### src/verilog/stc_pkg.sv
// package: register map, field positions and timing constants of the 16-bit timer/counter
package stc_pkg;
    localparam int STC_ADDR_W = 8;
    localparam logic [7:0] STC_OFS_FLAG = 8'h0C;
    localparam logic [7:0] STC_OFS_CNT_LO = 8'h0E;
    localparam logic [7:0] STC_OFS_CNT_HI = 8'h0F;
    localparam logic [7:0] STC_OFS_CTRL = 8'h10;
    localparam logic [7:0] STC_OFS_IRQEN = 8'h8C;
    localparam int STC_BIT_RUN = 0;
    localparam int STC_BIT_SRC = 1;
    localparam int STC_BIT_SYNC_DIS = 2;
    localparam int STC_BIT_OSC_EN = 3;
    localparam int STC_BIT_PS_LO = 4;
    localparam int STC_BIT_PS_HI = 5;
    localparam int STC_BIT_OVF_FLAG = 0;
    localparam int STC_BIT_OVF_EN = 0;
    localparam logic [5:0] STC_CTRL_RESET = 6'h00;
    localparam logic [5:0] STC_CTRL_MASK = 6'h3F;
    localparam logic [15:0] STC_COUNT_MAX = 16'hFFFF;
    localparam logic [15:0] STC_COUNT_ONE = 16'h0001;
    localparam logic [1:0] STC_OSC_PER_INSN = 2'h3;
    localparam int STC_SYNC_STAGES = 2;
    localparam int STC_PRESC_W = 3;
endpackage

### src/verilog/stc_presc_if.sv
// interface: event, ratio and clear toward the prescaler, tick back
`timescale 1ns/1ps
interface stc_presc_if;
    logic event_in;
    logic [1:0] ratio;
    logic clear;
    logic tick;
    modport ctl (output event_in, output ratio, output clear, input tick);
    modport presc (input event_in, input ratio, input clear, output tick);
endinterface

### src/verilog/stc_prescaler.sv
// module: 1:1 to 1:8 input prescaler of the timer/counter
`timescale 1ns/1ps
module stc_prescaler
    import stc_pkg::*;
#(
    parameter int WIDTH = STC_PRESC_W
) (
    input wire logic clk_i,
    input wire logic rst_i,
    stc_presc_if.presc pif
);
    typedef struct packed {
        logic [WIDTH-1:0] cnt;
    } stc_presc_state_type;

    stc_presc_state_type state;
    stc_presc_state_type next_state;
    logic full;

    if (WIDTH != STC_PRESC_W) begin : g_width_check
        $error("prescaler width must be 3 for ratios up to 1:8");
    end

    // a synchronous counter: the tick passes the event on which the selected low bits are all ones, once every 2**ratio events,
    // so the output is a single-cycle pulse gated by the event and needs no resync of its own
    always_comb begin
        case (pif.ratio)
            2'b00: full = 1'b1;
            2'b01: full = state.cnt[0];
            2'b10: full = &state.cnt[1:0];
            2'b11: full = &state.cnt[2:0];
            default: full = 1'b1;
        endcase
    end

    assign pif.tick = pif.event_in & full & ~pif.clear;

    always_comb begin
        next_state = state;
        if (pif.clear) begin
            next_state.cnt = '0;
        end else if (pif.event_in) begin
            next_state.cnt = state.cnt + {{(WIDTH-1){1'b0}}, 1'b1};
        end
    end

    always_ff @(posedge clk_i) begin
        if (rst_i) begin
            state <= '0;
        end else begin
            state <= next_state;
        end
    end
endmodule // stc_prescaler

### src/verilog/stc_timer.sv
// top: 16-bit timer/counter with prescaler, optional sync, overflow flag and crystal pins
//
// Implementation choice: strobed register access.
`timescale 1ns/1ps
module stc_timer
    import stc_pkg::*;
(
    input wire logic clk_i,
    input wire logic rst_i,
    input wire logic [STC_ADDR_W-1:0] addr_i,
    input wire logic [7:0] wr_data_i,
    input wire logic wr_i,
    input wire logic rd_i,
    output logic [7:0] rd_data_o,
    input wire logic sleep_i,
    input wire logic cmp_reset_i,
    input wire logic [1:0] port_direction_i,
    input wire logic [1:0] port_out_i,
    input wire logic osc_input_pin_i,
    input wire logic osc_output_pin_i,
    output logic osc_input_pin_o,
    output logic osc_input_pin_oe_o,
    output logic osc_output_pin_o,
    output logic osc_output_pin_oe_o,
    output logic osc_run_o,
    output logic irq_o,
    output logic time_base_valid_o,
    output logic [15:0] count_o
);
    typedef struct packed {
        logic [5:0] ctrl;
        logic [15:0] count;
        logic ovf_flag;
        logic ovf_en;
        logic [1:0] insn_div;
        logic [2:0] pin_sync;
        logic pin_level;
        logic [STC_SYNC_STAGES-1:0] sync_pipe;
        logic [7:0] rd_data;
    } stc_state_type;

    stc_state_type state;
    stc_state_type next_state;
    stc_presc_if pif ();

    logic run;
    logic ext_src;
    logic sync_dis;
    logic osc_en;
    logic insn_en;
    logic src_pin;
    logic ext_rise;
    logic sync_mode;
    logic inc;
    logic wr_lo;
    logic wr_hi;
    logic wr_cnt;
    logic cmp_ok;
    logic wrap;
    logic [15:0] count_inc;

    assign run = state.ctrl[STC_BIT_RUN];
    assign ext_src = state.ctrl[STC_BIT_SRC];
    assign sync_dis = state.ctrl[STC_BIT_SYNC_DIS];
    assign osc_en = state.ctrl[STC_BIT_OSC_EN];
    assign insn_en = (state.insn_div == STC_OSC_PER_INSN);
    assign sync_mode = ext_src & ~sync_dis;

    // the crystal amplifier owns both pins while enabled; direction bits are ignored then
    assign osc_input_pin_oe_o = ~osc_en & ~port_direction_i[1];
    assign osc_output_pin_oe_o = ~osc_en & ~port_direction_i[0];
    assign osc_input_pin_o = port_out_i[1];
    assign osc_output_pin_o = port_out_i[0];
    assign osc_run_o = osc_en;

    assign src_pin = osc_en ? osc_input_pin_i : osc_output_pin_i;
    assign ext_rise = (state.pin_sync[1] == state.pin_sync[2]) & state.pin_sync[2]
        & ~state.pin_level;

    // core clock stops in sleep, so the internal source gives no events then
    assign pif.event_in = ext_src ? ext_rise : (insn_en & ~sleep_i);
    assign pif.ratio = state.ctrl[STC_BIT_PS_HI:STC_BIT_PS_LO];
    assign wr_lo = wr_i & (addr_i == STC_OFS_CNT_LO);
    assign wr_hi = wr_i & (addr_i == STC_OFS_CNT_HI);
    assign wr_cnt = wr_lo | wr_hi;
    assign pif.clear = wr_cnt;

    stc_prescaler #(
        .WIDTH(STC_PRESC_W)
    ) u_presc (
        .clk_i(clk_i),
        .rst_i(rst_i),
        .pif(pif)
    );

    // unsync mode takes the tick straight away, so it is the only one alive in sleep
    always_comb begin
        if (!run) begin
            inc = 1'b0;
        end else if (!ext_src) begin
            inc = pif.tick;
        end else if (sync_dis) begin
            inc = pif.tick;
        end else begin
            // a tick still in the pipe when sleep starts is dropped, not counted
            inc = state.sync_pipe[STC_SYNC_STAGES-1] & ~sleep_i;
        end
    end

    // an async count would race the compare unit, so it is withheld from it
    assign time_base_valid_o = run & ~(ext_src & sync_dis);
    assign cmp_ok = cmp_reset_i & time_base_valid_o;
    assign count_inc = state.count + STC_COUNT_ONE;
    assign wrap = inc & (state.count == STC_COUNT_MAX) & ~wr_cnt & ~cmp_ok;
    assign irq_o = state.ovf_flag & state.ovf_en;
    assign count_o = state.count;
    assign rd_data_o = state.rd_data;

    always_comb begin
        next_state = state;
        next_state.insn_div = state.insn_div + 2'h1;
        // three stages; a change counts once the last two agree
        next_state.pin_sync = {state.pin_sync[1:0], src_pin};
        if (state.pin_sync[1] == state.pin_sync[2]) begin
            next_state.pin_level = state.pin_sync[2];
        end
        // the synchroniser is switched off in sleep, the prescaler is not
        if (sync_mode && !sleep_i) begin
            next_state.sync_pipe = {state.sync_pipe[STC_SYNC_STAGES-2:0], pif.tick};
        end else begin
            next_state.sync_pipe = '0;
        end
        if (wr_lo) begin
            next_state.count[7:0] = wr_data_i;
        end else if (wr_hi) begin
            next_state.count[15:8] = wr_data_i;
        end else if (cmp_ok) begin
            next_state.count = '0;
        end else if (inc) begin
            next_state.count = count_inc;
        end
        if (wr_i && addr_i == STC_OFS_CTRL) begin
            next_state.ctrl = wr_data_i[5:0] & STC_CTRL_MASK;
        end
        if (wr_i && addr_i == STC_OFS_IRQEN) begin
            next_state.ovf_en = wr_data_i[STC_BIT_OVF_EN];
        end
        // a wrap in the same cycle as a software clear keeps the flag set
        if (wrap) begin
            next_state.ovf_flag = 1'b1;
        end else if (wr_i && addr_i == STC_OFS_FLAG) begin
            next_state.ovf_flag = wr_data_i[STC_BIT_OVF_FLAG];
        end
        next_state.rd_data = 8'h00;
        if (rd_i) begin
            case (addr_i)
                STC_OFS_CNT_LO: next_state.rd_data = state.count[7:0];
                STC_OFS_CNT_HI: next_state.rd_data = state.count[15:8];
                STC_OFS_CTRL: next_state.rd_data = {2'b00, state.ctrl};
                STC_OFS_FLAG: next_state.rd_data = {7'h00, state.ovf_flag};
                STC_OFS_IRQEN: next_state.rd_data = {7'h00, state.ovf_en};
                default: next_state.rd_data = 8'h00;
            endcase
        end
    end

    // reset is power-on/brown-out: the count bytes keep their value, software must load them
    always_ff @(posedge clk_i) begin
        if (rst_i) begin
            state <= next_state;
            state.ctrl <= STC_CTRL_RESET;
            state.count <= state.count;
            state.ovf_flag <= 1'b0;
            state.ovf_en <= 1'b0;
            state.insn_div <= 2'h0;
            state.pin_sync <= 3'h0;
            state.pin_level <= 1'b0;
            state.sync_pipe <= '0;
            state.rd_data <= 8'h00;
        end else begin
            state <= next_state;
        end
    end
endmodule // stc_timer
### config.mk
export PLATFORM = sky130hd
export DESIGN_NAME = stc_timer
export DESIGN_NICKNAME = d
export VERILOG_FILES = /design/src/verilog/stc_pkg.sv /design/src/verilog/stc_presc_if.sv /design/src/verilog/stc_prescaler.sv /design/src/verilog/stc_timer.sv
export SDC_FILE = /design/constraint.sdc
export NUM_CORES = 1
export LEC_CHECK = 0
export BUFFER_PORTS_ARGS = -buffer_cell sky130_fd_sc_hd__clkbuf_2
export CORE_ASPECT_RATIO = 1.5
export CORE_MARGIN = 4
export CORE_UTILIZATION = 54
export CTS_CLUSTER_SIZE = 10
export DETAILED_ROUTE_END_ITERATION = 12
export PLACE_DENSITY = 0.8
export SYNTH_ARGS = -nofsm -noshare
export SYNTH_HDL_FRONTEND = slang
export SYNTH_SLANG_ARGS = --single-unit
### constraint.sdc
create_clock -name clk_i -period 2.9 [get_ports clk_i]
set_input_delay 0.29 -clock clk_i [delete_from_list [all_inputs] [get_ports clk_i]]
set_output_delay 0.29 -clock clk_i [all_outputs]
set_load 0.02 [all_outputs]
==> run summary <==
• **Arr. time, crit path** 2140 ps
• **hold buffers post-CTS** 0
• **clk sinks** 43
• **status** finished clean
• **total iterations of the first detailed-routing run** 6
• **Post-Synthesis Net Count** 308
• **EDFF count, synth** 16
• **Worst Max-Slew Pin Slew** 488 ps
• **number of ports placed on the die boundary** 59
• **CTS-repair resized insts** 0
• **primary flip-flop cell chosen by synthesis mapping** sky130_fd_sc_hd__dfxtp_1
• **final critical path time including I/O delays and setup** 2130 ps
• **setup repair after global routing missed its margin** no
• **leading post-synthesis cells by instance count** sky130_fd_sc_hd__nand2_1 (33), sky130_fd_sc_hd__buf_4 (27), sky130_fd_sc_hd__dfxtp_1 (27)
• **worst hold margin** 190 ps
• **sum of net half-perimeters after detailed placement** 4.85 mm
• **via-per-instance ratio** 5.83
• **worst slack at placement** 772 ps
• **clock tree skew after final layout** 5.72 ps
• **WL per Instance** 17.1 um
• **Chip Height** 92.8 um
• **Antenna Violating Nets Remaining** 0
• **count of warnings emitted by yosys** 0
• **die span in x** 64.5 um
• **relative area change from synthesis to final layout** 9.97%
• **floorplan core area** 4580 um2
• **Achievable Freq** 470 MHz
• **# setup viols final** 0
• **maximum level of the CTS H-tree** 2
• **Yosys top cell by area** sky130_fd_sc_hd__dfxtp_1
• **number of DRC markers after the initial detailed-route iteration** 263
• **Worst Slack Setup Final** 770 ps
• **depth of the worst hold-timing path** 2
• **crit path kind** reg2reg
• **post-synthesis sequential element count** 43
• **clock latency on the worst-skew pair** 300 ps
• **buffer levels on the longest clock path** 2
• **buffers inserted by post-CTS timing repair** 0
• **post-synth top area share** 20.9%
• **distinct cell type count after synthesis** 49
• **DIE AREA** 5980 um2
• **average instance area after synthesis** 9.40 um2
• **clock transition at the registers of the reported paths** 90 ps
• **number of vias in the routed layout** 2135
• **worst min path class** in2reg
• **final-report hold violation count** 0
• **Initial Util** 56.5%
• **Port Buf Inserts** 54
• **Rel. slew slack** 67.2%
• **root buffer cell** sky130_fd_sc_hd__clkbuf_8
• **initial antenna violation count** 0
• **dominant cell by count in the synthesized netlist** sky130_fd_sc_hd__nand2_1
• **crit share post-route** 73.4%
• **largest fanout on the critical path** 8
• **R2R cell count** 6
• **launching element type of the critical path** register
• **Post-Route Setup TNS** 0 ps
• **dpl cell area** 2710 um2
• **first-pass GRT wire length** 10.1 mm
• **Num CTS Buffers** 5
• **pwr dens** 441 nW/um2
• **synth top area cells** sky130_fd_sc_hd__dfxtp_1 (21%), sky130_fd_sc_hd__edfxtp_1 (19%), sky130_fd_sc_hd__buf_4 (7.8%)
• **proportion of synthesized chip area in sequential cells** 39.5%
• **critical path data required time** 2910 ps
• **Final GP Congestion** 0.899
• **total number of placement rows** 30
• **fraction of registers with async set/reset** 0%
• **detailed-route wire length** 6.26 mm
• **GRT Util Overall** 21.9%
• **max-cap violation count** 0
• **Cell Area, Synth** 2590 um2
• **share of layout cells above drive strength 1** 26.8%
• **peak supply drop** 0.376 mV
• **cell area after layout** 2840 um2
• **nets@finish** 334
• **Worst setup EP type** register
• **Remaining DRCs** 0
• **Pins Over Slew Limit** 0
• **antenna diode count** 0
• **largest net degree at the start of global routing** 20
• **sum of overflow across all layers after global routing** 0
• **via count of the first global-routing pass** 2051
• **Static Leak** 1.05 nW
• **CTS tree** built
• **cells after synthesis** 275
==> report_power, final <==
group          internal (mW)  switching [mW]  total [mW]
sequential             0.626         0.00268       0.629
combinational         0.0282          0.0436      0.0718
clock                  0.344           0.209       0.553
==> layer usage <==
| layer | share of wire, % | global-route usage [%] | wire, um | vias to the layer above |
|---|---|---|---|---|
| met5 | 0 | 0 | 0 | - |
| met4 | 4.4 | 11.5 | 278 | 0 |
| met3 | 5.8 | 3.16 | 366 | 19 |
| met2 | 52 | 38.4 | 3230 | 88 |
| met1 | 38 | 25.4 | 2380 | 1003 |
| li1 | - | - | - | 1025 |
==> logic make-up after synthesis <==
| family | count (synthesis) | synth area share, % |
|---|---|---|
| and+or+nand+nor | 115 | 24.5 |
| DFF | 43 | 39.5 |
| xor gates and xnor gates | 13 | 4.40 |
| adders and majority gates | 5 | 2.42 |
| muxes | 13 | 5.13 |
| AOI/OAI and AO/OA | 44 | 13.7 |
| buffers and inverters | 42 | 10.4 |
==> per-stage QoR <==
stage | std cells | power (mW) | util, %
3_5_place_dp | 358 | 0.714 | 59.2
4_1_cts | 366 | 1.26 | 62.1
3_3_place_gp | 358 | 0.713 | 59.2
5_1_grt | 366 | 1.30 | 62.1
6_report | 366 | 1.25 | 62.1
2_1_floorplan | 275 | 0.686 | -
==> critical path, stage by stage, from the launching register on <==
cell and delay, ps:
sky130_fd_sc_hd__dfxtp_1 340, sky130_fd_sc_hd__ha_1 130, sky130_fd_sc_hd__or3b_4 380, sky130_fd_sc_hd__a221oi_4 320, sky130_fd_sc_hd__a32oi_4 160, sky130_fd_sc_hd__a211oi_1 290, sky130_fd_sc_hd__buf_4 220
==> placed cells by master, fill, tap and decap left out, drive strengths merged, types with 2 or more instances in the layout <==
cell type and n:
a211oi 2, a21boi 3, a21oi 8, a222oi 5, a32oi 2, and2 6, and4 2, buf 4
bufinv 2, clkbuf 59, dfxtp 27, edfxtp 16, ha 5, inv 4, mux2 2, mux2i 11
nand2 33, nand3 12, nand3b 2, nand4 9, nor2 21, nor2b 4, nor3 8, nor4 8
nor4b 2, o21ai 14, o31ai 5, or3 4, xnor2 8, xor2 5
==> worst paths after layout <==
kind	slack, ps	to	startpoint
setup / recovery	770	count_o[9]	state[14]
setup reg to reg	770	count_o[9]	state[14]
hold / removal	190	state[9]	sleep_i
hold reg to reg	420	state[14]	state[14]
==> state kept, by name (all words and copies together), names as in the netlist <==
signal,cells
next_state,2
pif.ratio,2
state,9
run,1
rd_data_o,8
osc_run_o,1
count_o,16
ext_src,1
u_presc.state,3
==> cell type report <==
class,instances,area (um2)
Timing Repair Buffer,58,300
Tap cell,64,80.1
Inverter,3,11.3
Fill cell,418,1740
Clock buffer,5,68.8
Multi-Input combinational cell,190,1300
Sequential cell,43,1020
Clock inverter,3,66.3
No activity file was read; power rests on OpenSTA's default activity.
